==> src/verilog/phf_pkg.sv <==
// Constants for the port H function and pad control block.
// Assumes a 32-bit AXI4-Lite register bus and a 7-pin port.
package phf_pkg;
    localparam int PIN_COUNT = 7;
    localparam logic [7:0] OFS_ALT_TWO   = 8'h0c;
    localparam logic [7:0] OFS_ALT_THREE = 8'h10;
    localparam logic [7:0] OFS_ALT_FOUR  = 8'h14;
    localparam logic [7:0] OFS_DRIVER    = 8'h28;
    localparam logic [7:0] OFS_PULLUP    = 8'h2c;
    localparam logic [7:0] OFS_PLAIN_OUT = 8'h00;
    localparam logic [7:0] OFS_PLAIN_OE  = 8'h04;
    localparam logic [31:0] MASK_ALT_TWO   = 32'h0000001f;
    localparam logic [31:0] MASK_ALT_THREE = 32'h00000018;
    localparam logic [31:0] MASK_ALT_FOUR  = 32'h00000004;
    localparam logic [31:0] MASK_PIN       = 32'h0000007f;
    localparam logic [31:0] RESET_VALUE    = 32'h00000000;
    localparam int BIT_TX    = 0;
    localparam int BIT_RX    = 1;
    localparam int BIT_CLK   = 2;
    localparam int BIT_CNT0  = 3;
    localparam int BIT_CNT1  = 4;
    localparam int BIT_TMR4  = 3;
    localparam int BIT_TMR5  = 4;
    localparam int BIT_CTS   = 2;
    localparam logic [1:0] RESP_OKAY   = 2'b00;
    localparam logic [1:0] RESP_SLVERR = 2'b10;
endpackage

==> src/verilog/phf_pad_mux.sv <==
// Per-pin output selection and driver shaping.
// Assumes the selects are mutually exclusive as software keeps them.
`timescale 1ns/10ps
module phf_pad_mux
    import phf_pkg::*;
(
    // Pin configuration
    input  wire logic                 clk_sys_i,
    input  wire logic                 rst_i,
    input  wire logic [PIN_COUNT-1:0] func_en_i,
    input  wire logic [PIN_COUNT-1:0] func_val_i,
    input  wire logic [PIN_COUNT-1:0] func_oe_i,
    input  wire logic [PIN_COUNT-1:0] plain_val_i,
    input  wire logic [PIN_COUNT-1:0] plain_oe_i,
    input  wire logic [PIN_COUNT-1:0] open_drain_i,
    // Pad drive
    output logic      [PIN_COUNT-1:0] pad_out_o,
    output logic      [PIN_COUNT-1:0] pad_oe_o
);
    genvar g;
    generate
        for (g = 0; g < PIN_COUNT; g++) begin : gen_pin
            logic val;
            logic oe;
            assign val = func_en_i[g] ? func_val_i[g] : plain_val_i[g];
            assign oe  = func_en_i[g] ? func_oe_i[g] : plain_oe_i[g];
            always_ff @(posedge clk_sys_i) begin
                if (rst_i) begin
                    pad_out_o[g] <= 1'b0;
                    pad_oe_o[g]  <= 1'b0;
                end else if (open_drain_i[g]) begin
                    pad_out_o[g] <= 1'b0;
                    pad_oe_o[g]  <= oe & ~val;
                end else begin
                    pad_out_o[g] <= val;
                    pad_oe_o[g]  <= oe;
                end
            end
        end
    endgenerate
endmodule

==> src/verilog/phf_port_h.sv <==
// Port H alternate-function selection, driver type and pull-up control.
// Assumes an AXI4-Lite master that keeps one write and one read in flight.
// Overview of operation
// - Second select bit 0 routes pin 0 to serial channel 4 transmit.
// - Second select bit 1 routes pin 1 to serial channel 4 receive.
// - Second select bit 2 routes pin 2 to serial channel 4 clock.
// - Second select bits 3 and 4 route pins 3 and 4 to pulse counter 3 inputs.
// - Second select bits 31 to 5 read zero.
// - Third select bits 3 and 4 drive pins 3 and 4 from timers 4 and 5.
// - Third select bits other than 3 and 4 read zero.
// - Fourth select bit 2 routes pin 2 to serial channel 4 clear-to-send.
// - Fourth select bits other than 2 read zero.
// - Driver type bits choose push-pull or open-drain per pin; upper bits read zero.
// - Pull-up bits switch each pin pull-up on or off.
// - Pull-up bits 31 to 7 read zero.
//
// The AXI4-Lite interface to the registers and the register addresses are this design's own decisions.
`timescale 1ns/10ps
module phf_port_h
    import phf_pkg::*;
(
    // Clock and reset
    input  wire logic                 clk_sys_i,
    input  wire logic                 rst_i,
    // AXI4-Lite write address and data
    input  wire logic [7:0]           s_axi_awaddr_i,
    input  wire logic                 s_axi_awvalid_i,
    output logic                      s_axi_awready_o,
    input  wire logic [31:0]          s_axi_wdata_i,
    input  wire logic [3:0]           s_axi_wstrb_i,
    input  wire logic                 s_axi_wvalid_i,
    output logic                      s_axi_wready_o,
    // AXI4-Lite write response
    output logic [1:0]                s_axi_bresp_o,
    output logic                      s_axi_bvalid_o,
    input  wire logic                 s_axi_bready_i,
    // AXI4-Lite read
    input  wire logic [7:0]           s_axi_araddr_i,
    input  wire logic                 s_axi_arvalid_i,
    output logic                      s_axi_arready_o,
    output logic [31:0]               s_axi_rdata_o,
    output logic [1:0]                s_axi_rresp_o,
    output logic                      s_axi_rvalid_o,
    input  wire logic                 s_axi_rready_i,
    // Pads
    input  wire logic [PIN_COUNT-1:0] pad_in_i,
    output logic      [PIN_COUNT-1:0] pad_out_o,
    output logic      [PIN_COUNT-1:0] pad_oe_o,
    output logic      [PIN_COUNT-1:0] pad_pullup_o,
    // Peripheral side
    input  wire logic                 serial4_transmit_line_i,
    output logic                      serial4_receive_line_o,
    input  wire logic                 serial4_clock_out_i,
    input  wire logic                 serial4_clock_oe_i,
    output logic                      serial4_clock_line_o,
    output logic                      serial4_clear_to_send_line_o,
    output logic                      pulse_counter3_input0_o,
    output logic                      pulse_counter3_input1_o,
    input  wire logic                 timer4_output_i,
    input  wire logic                 timer5_output_i,
    output logic [PIN_COUNT-1:0]      port_in_o
);
    // ****************************************************************
    // Register file
    // ****************************************************************
    logic [31:0]          alt_two_reg;
    logic [31:0]          alt_three_reg;
    logic [31:0]          alt_four_reg;
    logic [31:0]          driver_reg;
    logic [31:0]          pullup_reg;
    logic [31:0]          plain_out_reg;
    logic [31:0]          plain_oe_reg;
    logic [7:0]           aw_addr_reg;
    logic                 aw_held_reg;
    logic [31:0]          w_data_reg;
    logic [3:0]           w_strb_reg;
    logic                 w_held_reg;

    function automatic logic [31:0] merge(input logic [31:0] old, input logic [31:0] data,
                                          input logic [3:0] strb, input logic [31:0] mask);
        logic [31:0] res;
        res = old;
        for (int b = 0; b < 4; b++) begin
            if (strb[b]) begin
                res[b*8 +: 8] = data[b*8 +: 8];
            end
        end
        return res & mask;
    endfunction

    function automatic logic known(input logic [7:0] a);
        return (a == OFS_ALT_TWO) || (a == OFS_ALT_THREE) || (a == OFS_ALT_FOUR) ||
               (a == OFS_DRIVER) || (a == OFS_PULLUP) || (a == OFS_PLAIN_OUT) || (a == OFS_PLAIN_OE);
    endfunction

    logic do_write;
    assign do_write = aw_held_reg && w_held_reg && !s_axi_bvalid_o;

    // ****************************************************************
    // Write channel
    // ****************************************************************
    always_ff @(posedge clk_sys_i) begin
        if (rst_i) begin
            aw_held_reg     <= 1'b0;
            aw_addr_reg     <= 8'h00;
            s_axi_awready_o <= 1'b0;
        end else if (s_axi_awvalid_i && s_axi_awready_o) begin
            aw_held_reg     <= 1'b1;
            aw_addr_reg     <= s_axi_awaddr_i;
            s_axi_awready_o <= 1'b0;
        end else if (do_write) begin
            aw_held_reg     <= 1'b0;
        end else begin
            s_axi_awready_o <= !aw_held_reg && !s_axi_awready_o;
        end
    end

    always_ff @(posedge clk_sys_i) begin
        if (rst_i) begin
            w_held_reg     <= 1'b0;
            w_data_reg     <= 32'h00000000;
            w_strb_reg     <= 4'h0;
            s_axi_wready_o <= 1'b0;
        end else if (s_axi_wvalid_i && s_axi_wready_o) begin
            w_held_reg     <= 1'b1;
            w_data_reg     <= s_axi_wdata_i;
            w_strb_reg     <= s_axi_wstrb_i;
            s_axi_wready_o <= 1'b0;
        end else if (do_write) begin
            w_held_reg     <= 1'b0;
        end else begin
            s_axi_wready_o <= !w_held_reg && !s_axi_wready_o;
        end
    end

    always_ff @(posedge clk_sys_i) begin
        if (rst_i) begin
            s_axi_bvalid_o <= 1'b0;
            s_axi_bresp_o  <= RESP_OKAY;
        end else if (do_write) begin
            s_axi_bvalid_o <= 1'b1;
            s_axi_bresp_o  <= known(aw_addr_reg) ? RESP_OKAY : RESP_SLVERR;
        end else if (s_axi_bready_i) begin
            s_axi_bvalid_o <= 1'b0;
        end
    end

    // All writable bits clear at reset; masks keep read-only bits at zero.
    always_ff @(posedge clk_sys_i) begin
        if (rst_i) begin
            alt_two_reg   <= RESET_VALUE;
            alt_three_reg <= RESET_VALUE;
            alt_four_reg  <= RESET_VALUE;
            driver_reg    <= RESET_VALUE;
            pullup_reg    <= RESET_VALUE;
            plain_out_reg <= RESET_VALUE;
            plain_oe_reg  <= RESET_VALUE;
        end else if (do_write) begin
            unique case (aw_addr_reg)
                OFS_ALT_TWO: begin
                    alt_two_reg <= merge(alt_two_reg, w_data_reg, w_strb_reg, MASK_ALT_TWO);
                end
                OFS_ALT_THREE: begin
                    alt_three_reg <= merge(alt_three_reg, w_data_reg, w_strb_reg, MASK_ALT_THREE);
                end
                OFS_ALT_FOUR: begin
                    alt_four_reg <= merge(alt_four_reg, w_data_reg, w_strb_reg, MASK_ALT_FOUR);
                end
                OFS_DRIVER: begin
                    driver_reg <= merge(driver_reg, w_data_reg, w_strb_reg, MASK_PIN);
                end
                OFS_PULLUP: begin
                    pullup_reg <= merge(pullup_reg, w_data_reg, w_strb_reg, MASK_PIN);
                end
                OFS_PLAIN_OUT: begin
                    plain_out_reg <= merge(plain_out_reg, w_data_reg, w_strb_reg, MASK_PIN);
                end
                OFS_PLAIN_OE: begin
                    plain_oe_reg <= merge(plain_oe_reg, w_data_reg, w_strb_reg, MASK_PIN);
                end
                default: begin
                end
            endcase
        end
    end

    // ****************************************************************
    // Read channel
    // ****************************************************************
    logic [31:0] rd_word;
    always_comb begin
        unique case (s_axi_araddr_i)
            OFS_ALT_TWO:   rd_word = alt_two_reg;
            OFS_ALT_THREE: rd_word = alt_three_reg;
            OFS_ALT_FOUR:  rd_word = alt_four_reg;
            OFS_DRIVER:    rd_word = driver_reg;
            OFS_PULLUP:    rd_word = pullup_reg;
            OFS_PLAIN_OUT: rd_word = plain_out_reg;
            OFS_PLAIN_OE:  rd_word = plain_oe_reg;
            default:       rd_word = 32'h00000000;
        endcase
    end

    always_ff @(posedge clk_sys_i) begin
        if (rst_i) begin
            s_axi_arready_o <= 1'b0;
            s_axi_rvalid_o  <= 1'b0;
            s_axi_rdata_o   <= 32'h00000000;
            s_axi_rresp_o   <= RESP_OKAY;
        end else if (s_axi_arvalid_i && s_axi_arready_o) begin
            s_axi_arready_o <= 1'b0;
            s_axi_rvalid_o  <= 1'b1;
            s_axi_rdata_o   <= rd_word;
            s_axi_rresp_o   <= known(s_axi_araddr_i) ? RESP_OKAY : RESP_SLVERR;
        end else if (s_axi_rvalid_o) begin
            if (s_axi_rready_i) begin
                s_axi_rvalid_o <= 1'b0;
            end
        end else begin
            s_axi_arready_o <= !s_axi_arready_o;
        end
    end

    // ****************************************************************
    // Function multiplexer
    // ****************************************************************
    // Overlapping selects are not arbitrated; software keeps them exclusive.
    logic [PIN_COUNT-1:0] func_en;
    logic [PIN_COUNT-1:0] func_val;
    logic [PIN_COUNT-1:0] func_oe;
    always_comb begin
        func_en  = alt_two_reg[PIN_COUNT-1:0] | alt_three_reg[PIN_COUNT-1:0] | alt_four_reg[PIN_COUNT-1:0];
        func_val = '0;
        func_oe  = '0;
        func_val[BIT_TX]   = serial4_transmit_line_i;
        func_oe[BIT_TX]    = alt_two_reg[BIT_TX];
        func_val[BIT_CLK]  = serial4_clock_out_i;
        func_oe[BIT_CLK]   = alt_two_reg[BIT_CLK] & serial4_clock_oe_i;
        func_val[BIT_TMR4] = timer4_output_i;
        func_oe[BIT_TMR4]  = alt_three_reg[BIT_TMR4];
        func_val[BIT_TMR5] = timer5_output_i;
        func_oe[BIT_TMR5]  = alt_three_reg[BIT_TMR5];
    end

    phf_pad_mux u_pad_mux (
        .clk_sys_i    (clk_sys_i),
        .rst_i        (rst_i),
        .func_en_i    (func_en),
        .func_val_i   (func_val),
        .func_oe_i    (func_oe),
        .plain_val_i  (plain_out_reg[PIN_COUNT-1:0]),
        .plain_oe_i   (plain_oe_reg[PIN_COUNT-1:0]),
        .open_drain_i (driver_reg[PIN_COUNT-1:0]),
        .pad_out_o    (pad_out_o),
        .pad_oe_o     (pad_oe_o)
    );

    // Serial inputs to peripherals idle high and counter inputs idle low when not routed, so a deselected pin looks quiet.
    always_ff @(posedge clk_sys_i) begin
        if (rst_i) begin
            pad_pullup_o                 <= '0;
            serial4_receive_line_o       <= 1'b1;
            serial4_clock_line_o         <= 1'b1;
            serial4_clear_to_send_line_o <= 1'b1;
            pulse_counter3_input0_o      <= 1'b0;
            pulse_counter3_input1_o      <= 1'b0;
            port_in_o                    <= '0;
        end else begin
            pad_pullup_o                 <= pullup_reg[PIN_COUNT-1:0];
            serial4_receive_line_o       <= alt_two_reg[BIT_RX] ? pad_in_i[BIT_RX] : 1'b1;
            serial4_clock_line_o         <= alt_two_reg[BIT_CLK] ? pad_in_i[BIT_CLK] : 1'b1;
            serial4_clear_to_send_line_o <= alt_four_reg[BIT_CTS] ? pad_in_i[BIT_CTS] : 1'b1;
            pulse_counter3_input0_o      <= alt_two_reg[BIT_CNT0] & pad_in_i[BIT_CNT0];
            pulse_counter3_input1_o      <= alt_two_reg[BIT_CNT1] & pad_in_i[BIT_CNT1];
            port_in_o                    <= pad_in_i & ~func_en;
        end
    end
endmodule

==> config.mk <==
export PLATFORM = sky130hd
export DESIGN_NAME = phf_port_h
export DESIGN_NICKNAME = d
export VERILOG_FILES = /design/src/verilog/phf_pkg.sv /design/src/verilog/phf_pad_mux.sv /design/src/verilog/phf_port_h.sv
export SDC_FILE = /design/constraint.sdc
export NUM_CORES = 1
export LEC_CHECK = 0
export CAP_MARGIN = 20
export CELL_PAD_IN_SITES_DETAIL_PLACEMENT = 1
export CELL_PAD_IN_SITES_GLOBAL_PLACEMENT = 1
export CORE_ASPECT_RATIO = 0.9
export CORE_MARGIN = 3
export CORE_UTILIZATION = 46
export DETAILED_ROUTE_END_ITERATION = 16
export DONT_BUFFER_PORTS = 1
export PLACE_DENSITY = 0.77
export SLEW_MARGIN = 10
export SYNTH_ARGS = -nofsm -noshare
export SYNTH_HDL_FRONTEND = slang
export SYNTH_SLANG_ARGS = --single-unit
export TNS_END_PERCENT = 30
==> constraint.sdc <==
create_clock -name clk_sys_i -period 2.5 [get_ports clk_sys_i]
set_input_delay 0.25 -clock clk_sys_i [delete_from_list [all_inputs] [get_ports clk_sys_i]]
set_output_delay 0.25 -clock clk_sys_i [all_outputs]
set_load 0.01 [all_outputs]
# Word level (Yosys, flattened, before mapping)
# Index checks and enable logic that the tools add are counted.
[classes] eq_ne=12 muxes=32 n_bitwise=24 n_reduce_logical=50
[ops] cell="$pmux 7 s7" n=1
[ops] cell="$eq 8x5->1 const B" n=4
[ops] cell="$eq 8x6->1 const B" n=4
[ops] cell="$mux 1" n=29
[ops] cell="$reduce_or 2->1" n=13
[ops] cell="$reduce_and 3->1" n=7
[ops] cell="$eq 8x3->1 const B" n=2
[ops] cell="$eq 8x4->1 const B" n=2
[ops] cell="$logic_not 8->1" n=2
[ops] cell="$logic_or 1x1->1" n=12
[ops] cell="$and 1x1->1" n=10
[ops] cell="$not 1->1" n=10
[ops] cell="$and 7x7->7" n=1
[ops] cell="$logic_and 1x1->1" n=7
[ops] cell="$not 5->7" n=1
[ops] cell="$logic_not 1->1" n=6
[ops] cell="$reduce_bool 2->1" n=3
[ops] cell="$or 5x3->5" n=1
[ops] cell="$or 5x5->5" n=1
[ops] cell="$mux 2" n=2
[totals] ff_bits=128 in_bits=71 out_inout_bits=74 wordCells=159

# Longest topological paths before layout
# Gate-level depths: netlist of the first run.
[logic_depth] ltp_word=8 depth_mapped=6 ltp_nobuf=4

# By module
# A second synthesis of the first run with hierarchy kept.
[hier_totals] hier_cells=459 hier_area_um2=4285.4
[modules_own_cells] module="phf_port_h" n_inst=1 cells_per_inst=408 area_per_inst_um2=3683.5 seq_area_each_um2=1741.7
[modules_own_cells] module="phf_pad_mux" n_inst=1 cells_per_inst=51 area_per_inst_um2=601.8 seq_area_each_um2=280.3

# Least setup slack after synthesis of the first run
# Ideal clock, no wire load.
[synth_path] path_type="register to register" startpoint="register aw_addr_reg[7]" endpoint="register pullup_reg[6]" setup_time_ps=128 t_arrival_ps=1788 setup_slack_ps=585 path_stages_with_launch=7 n_path_buf=2 synth_period_minus_slack_ps=1915 cell_sequence="dfxtp_1 or4_1 buf_2 or4_1 buf_6 mux2i_1 nor2_1"
[synth_via] elab_chain_len=2
[synth_lines] item="from (decl)" line_no="phf_port_h.sv:73" rtl="logic [7:0] aw_addr_reg;"
[synth_lines] item="from (signal assigned)" line_no="phf_port_h.sv:109" rtl="aw_addr_reg <= s_axi_awaddr_i;"
[synth_lines] item="$eq 8x6->1" line_no="phf_port_h.sv:159" rtl="unique case (aw_addr_reg)"
[synth_lines] item="$reduce_and 3->1 (no source line)"
[synth_lines] item="to (signal assigned)" line_no="phf_port_h.sv:173" rtl="pullup_reg <= merge(pullup_reg, w_data_reg, w_strb_reg, MASK_PIN);"
[synth_lines] item="to (decl)" line_no="phf_port_h.sv:70" rtl="logic [31:0] pullup_reg;"
# Every way passes these cells.
# A chain may end at the register's enable or synchronous reset.

# Final worst setup path of the first run
[layout_path] startpoint="register aw_addr_reg[7]" endpoint="register pullup_reg[3]"
# Same word-level chain as after synthesis.

==> results.cfg, run 1 <==
[synth]
synth.largest_area_cell = dfxtp_1
synth_cells = 441
syn_area_per_cell_sq_um = 9.34
synth_edf_count = 0
ys_ff_latch = 101
synth_warnings = 0
yosysTopAreaCellShare_pct = 49.1
yosys_most_used_dff = dfxtp_1
yosysSeqAreaShare_pct = 49.1
synth_async_sr_flop_share_pct = 0
synth_cell_types = 46
netlist_area_sq_um = 4120
synth.area.top_cells = dfxtp_1 49%, mux2i_1 10%, nor2_1 5.2%

[cells_and_area]
multi_input_area_sq_um = 1880
num-fill-cells = 1011
final_net_count = 508
ff_latch_area_sq_um = 2020
final_cells = 561
layout-drive-gt1-share_pct = 7.24
syn_to_final_growth_pct = 7.35
insertedDiodeCount = 0
fin_util_pct = 51.1
final_cell_area_sq_um = 4420
largest_reg_flops = 8

[drt]
dr.first_iter.drc_count = 137
highest_layer = met4
post_drt_wl_per_cell_um = 18.0
dr_wl_met2_mm = 4.88
vias = 3047
routed_wl_mm = 10.1
met1_length_mm = 4.57
ant_nets = 0
via_per_inst = 5.43
drt_first_pass_iters = 4
drc = 0
wl_met3_um = 532

[place]
dpl.hpwl_mm = 6.76
placed_area_sq_um = 4090
gp_congestion = 0.821
io_buffer_count = 0
dpl.cell_count = 539

[cts]
root_buffer = clkbuf_8
clk-insertion-delay-late_ps = 380
htree_levels = 3
cts_resized = 0
post_cts_buffers = 0
cts_buffer_depth = 2
cts_buffers = 9
numClockSinks = 101
cts_hold_buf = 5
path_clk_slew_ps = 90
cts_tree = done

[critical_path]
critPathCapture = pullup_reg[3]
r2r_slack_ps = 390
start_kind = flip-flop
end_kind = flip-flop
cp.arrival_ps = 2360
max_stage_delay_ps = 800
cp-startpoint = aw_addr_reg[7]
worstPathRequired_ps = 2750
rr_worst_depth = 4
cp.depth = 4
worstPathMaxFanout = 7
crit_chain = or4_1, or4_1, mux2i_1, nor2_1
r2r-end = pullup_reg[3]
path_common_cell = or4_1
timing.rr.start = aw_addr_reg[7]
cp_num_buf_inv = 0
crit_type = reg -> reg
crit_slowest_cell = or4_1
path_delay_family = simple AND/OR/NAND/NOR gates

[grt]
grt_pass1_vias = 3099
grt_use_total_pct = 20.0
grt_pass1_wl_mm = 15.8
grt.overflow.total = 0
antenna_found_initial = 0
grt_max_degree = 82

[power]
power_switching_share_pct = 22.9
power_density_nw_per_um2 = 701
ir_drop_uv = 325
seq_power_share_pct = 54.4
power.switching_mw = 0.711
combinationalPowerShare_pct = 4.5
leakagePower_nw = 1.73
intPower_mw = 2.39
power_frac_clock_pct = 41.2

[timing]
finalSetupViolCount = 0
hold_ws_ps = 21.9
finClkSkew_ps = 14.1
hold_viol = 0
rsz0062_at_grt = false
finalSetupTns_ps = 0
slew_headroom_pct = 48.6
min_period_over_period_pct = 84.3
fin_crit_ps = 2110
timing_max_transition_violations_final = 0
worstMarginPinSlew_ps = 763
clock.fmax_mhz = 474

[floorplan]
num_rows = 32
core-area_sq_um = 8650
die_w_um = 106
die_h_um = 95.8
initial_core_util_pct = 47.6
die_area_sq_um = 10100
ios = 145

[outcome]
status = complete, no violations

[run]
drv_cap = 0

[min_path]
hold_class = in -> reg
## power groups by stage
stage	combinational (mW)	sequential (mW)	clock, mW
2_1_floorplan	0.161	1.70	0
3_3_place_gp	0.103	1.72	0
3_5_place_dp	0.106	1.72	0
4_1_cts	0.137	1.69	1.31
5_1_grt	0.158	1.69	1.36
6_report	0.138	1.69	1.28
## final cells by class
type | instances | share of cell area, %
sequential | 101 | 45.7
multi-input combinational | 312 | 42.6
tap | 119 | 3.37
clock buffer | 10 | 3.11
clock inverter | 6 | 2.63
timing repair buffer | 9 | 2.26
inverter | 4 | 0.339
## synthesized netlist by cell type, drive strengths merged (7+ instances only)
| master | n |
|---|---|
| dfxtp | 101 |
| o21ai | 8 |
| buf | 35 |
| a21oi | 31 |
| nor2b | 12 |
| nand2 | 35 |
| nor2 | 57 |
| and3 | 8 |
| mux2i | 42 |
| mux2 | 7 |
| nor3b | 8 |
| nand3 | 19 |
| clkbuf | 15 |
## cells by family (layout without fill, tap and decap cells)
logic type / after synthesis / count (layout) / share of synthesized area [%]
AOI/OAI and AO/OA: 58 / 58 / 8.53
DFF: 101 / 101 / 49.1
other: 1 / 27 / 0.0910
muxes: 49 / 49 / 12.1
xor gates and xnor gates: 1 / 1 / 0.213
buffers and inverters: 54 / 29 / 7.59
and+or+nand+nor: 177 / 177 / 22.4
## layout by cell type, fill, tap and decap left out, types with 5 or more instances in the layout
| cell | count |
|---|---|
| nor3_1 | 5 |
| and3_1 | 8 |
| clkbuf_8 | 10 |
| a21oi_1 | 31 |
| nor2_1 | 57 |
| dlygate4sd3_1 | 5 |
| mux2i_1 | 42 |
| o21ai_0 | 8 |
| nand2_1 | 35 |
| nand3_1 | 19 |
| nor2b_1 | 12 |
| nor3b_1 | 8 |
| dfxtp_1 | 101 |
| mux2_2 | 7 |
| conb_1 | 27 |
## worst min path at each step
| stage | from | to | depth (start not counted) |
|---|---|---|---|
| floorplan | pad_in_i[1] | serial4_receive_line_o | 2 |
| global placement | rst_i | s_axi_rvalid_o | 1 |
| detailed placement | rst_i | aw_addr_reg[1] | 1 |
| CTS | pad_in_i[0] | port_in_o[0] | 1 |
| global route | pad_in_i[4] | port_in_o[4] | 1 |
| finish | pad_in_i[3] | port_in_o[3] | 1 |
## metrics by stage
step	power [mW]	setup WS [ps]
after floorplan	1.86	585
after global placement	1.82	441
after detailed placement	1.83	387
after CTS	3.13	378
after global routing	3.21	279
final	3.10	392
## metal layers
metal / global-route usage, % / vias to the layer above
met5: 0 / -
met4: 4.85 / 0
met3: 6.37 / 10
met2: 34.1 / 78
met1: 24.9 / 1480
li1: - / 1479
(Power assumes the default switching activity.)
==> inputs of run 2 (changes only) <==
Settings changed: CORE_UTILIZATION 46 to 41, PLACE_DENSITY 0.77 to 0.73.
Clock period 2.5 ns to 1.83 ns, I/O delays scaled along.
==> results.cfg, run 2 (synthesized netlist as in run 1, its figures left out) <==
[outcome]
status = finished, violations left
violations = hold timing, setup timing

[place]
io_buffer_count = 0
dpl.hpwl_mm = 7.02
pre_cts_ws_ps = -132
placed_area_sq_um = 4220
dpl.cell_count = 560
gp_congestion = 0.763

[timing]
min_period_over_period_pct = 105
finalSetupViolCount = 10
rsz0062_at_grt = true
hold_viol = 36
slew_headroom_pct = 58.5
fin_ws_ps = -100
hold_ws_ps = -111
fin_crit_ps = 1930
finClkSkew_ps = 10.8
worstMarginPinSlew_ps = 622
timing_max_transition_violations_final = 0
clock.fmax_mhz = 518

[critical_path]
path_common_cell = or4_4
start_kind = flip-flop
cp.arrival_ps = 2240
worstPathRequired_ps = 2140
cp.depth = 4
path_delay_family = simple AND/OR/NAND/NOR gates
crit_type = reg -> reg
end_kind = flip-flop
max_stage_delay_ps = 660
worstPathMaxFanout = 7
cp_num_buf_inv = 0
crit_slowest_cell = or4_4
rr_worst_depth = 4
crit_chain = or4_4, or4_4, mux2i_4, nor2_1

[drt]
via_per_inst = 5.30
post_drt_wl_per_cell_um = 17.2
ant_nets = 0
vias = 3321
dr.first_iter.drc_count = 140
drc = 0
drt_first_pass_iters = 4
routed_wl_mm = 10.8

[grt]
antenna_found_initial = 0
grt.overflow.total = 0
grt_use_total_pct = 18.7
grt_max_degree = 86
grt_pass1_vias = 3312
grt_pass1_wl_mm = 16.9

[cts]
root_buffer = clkbuf_8
numClockSinks = 101
cts_buffers = 9
cts_tree = done
path_clk_slew_ps = 100
cts_buffer_depth = 2
clk-insertion-delay-late_ps = 370
htree_levels = 3

[cells_and_area]
final_net_count = 567
largest_reg_flops = 8
final_cell_mix = 98 x dfxtp_1, 56 x nor2_1, 50 x dlygate4sd3_1
insertedDiodeCount = 0
final_cells = 627
syn_to_final_growth_pct = 19.8
final_common_cell = dfxtp_1
layout-drive-gt1-share_pct = 10.6
final_cell_area_sq_um = 4930

[floorplan]
initial_core_util_pct = 42.3
die_w_um = 112
ios = 145
die_area_sq_um = 11300
core-area_sq_um = 9740
die_h_um = 101
num_rows = 34

[power]
power_density_nw_per_um2 = 783
leakagePower_nw = 2.05
ir_drop_uv = 511

[min_path]
hold_class = in -> reg
hold-path-cell-count = 1

[run]
drv_cap = 0
[run 2: cell types whose count changed in the layout (fill, tap and decap cells not counted), moves of 2 or more]
cell / change
dfxtp_1: -3
dfxtp_2: +3
inv_6: +2
or4_1: -2
bufinv_16: -3
buf_4: +13
clkinvlp_4: +2
or4_4: +2
dlygate4sd3_1: +45
[run 2: final timing paths]
path	from	end	slack (ps)
worst max-delay path	aw_addr_reg[1]	pullup_reg[4]	-100
worst min-delay path	rst_i	pullup_reg[2]	-110
worst max register to register	aw_addr_reg[1]	pullup_reg[4]	-100
worst min register to register	alt_two_reg[1]	serial4_receive_line_o	460
[run 2: worst reg2reg max path: stages (launching register included)]
cell,delay [ps]
dfxtp_2,330
or4_4,550
or4_4,660
mux2i_4,240
nor2_1,100
[run 2: routing by layer]
| metal | GRT usage (%) | wire (um) | part of all wire, % |
|---|---|---|---|
| met5 | 0 | 0 | 0 |
| met4 | 4.49 | 208 | 1.9 |
| met3 | 5.46 | 496 | 4.6 |
| met2 | 31.8 | 5180 | 48 |
| met1 | 23.6 | 4900 | 45 |
[run 2: where the power goes]
part / switching [mW] / internal [mW]
logic: 0.125 / 0.127
registers: 0.0550 / 2.24
clock network: 0.807 / 0.511
total: 0.987 / 2.88
[run 2: cell type report]
cell class | instances | area (sq um)
sequential | 101 | 2030
clock inverter | 7 | 55.1
clock buffer | 9 | 124
tap | 126 | 158
timing repair buffer | 68 | 652
inverter | 4 | 15.0
multi-input combinational | 312 | 1910
fill | 1120 | 4810
[run 2: stage by stage]
stage                     power [mW]  setup TNS [ps]  util (%)  hold WS, ps
final                           3.86            -426      50.7         -111
after global routing            4.02           -1620      50.7         -149
after CTS                       3.88            -459      50.1         -144
after detailed placement        2.52            -893      43.3          266
after global placement          2.51            -690      43.3          260
after floorplan                 2.55            -885         -          282
[run 2: what timing repair did]
item	in CTS	in global routing
pin swaps	2	1
hold buffers	47	3
endpoints found under the hold margin	89	39
resized for setup	1	7
endpoints found under the setup margin	10	25
setup buffers	1	0
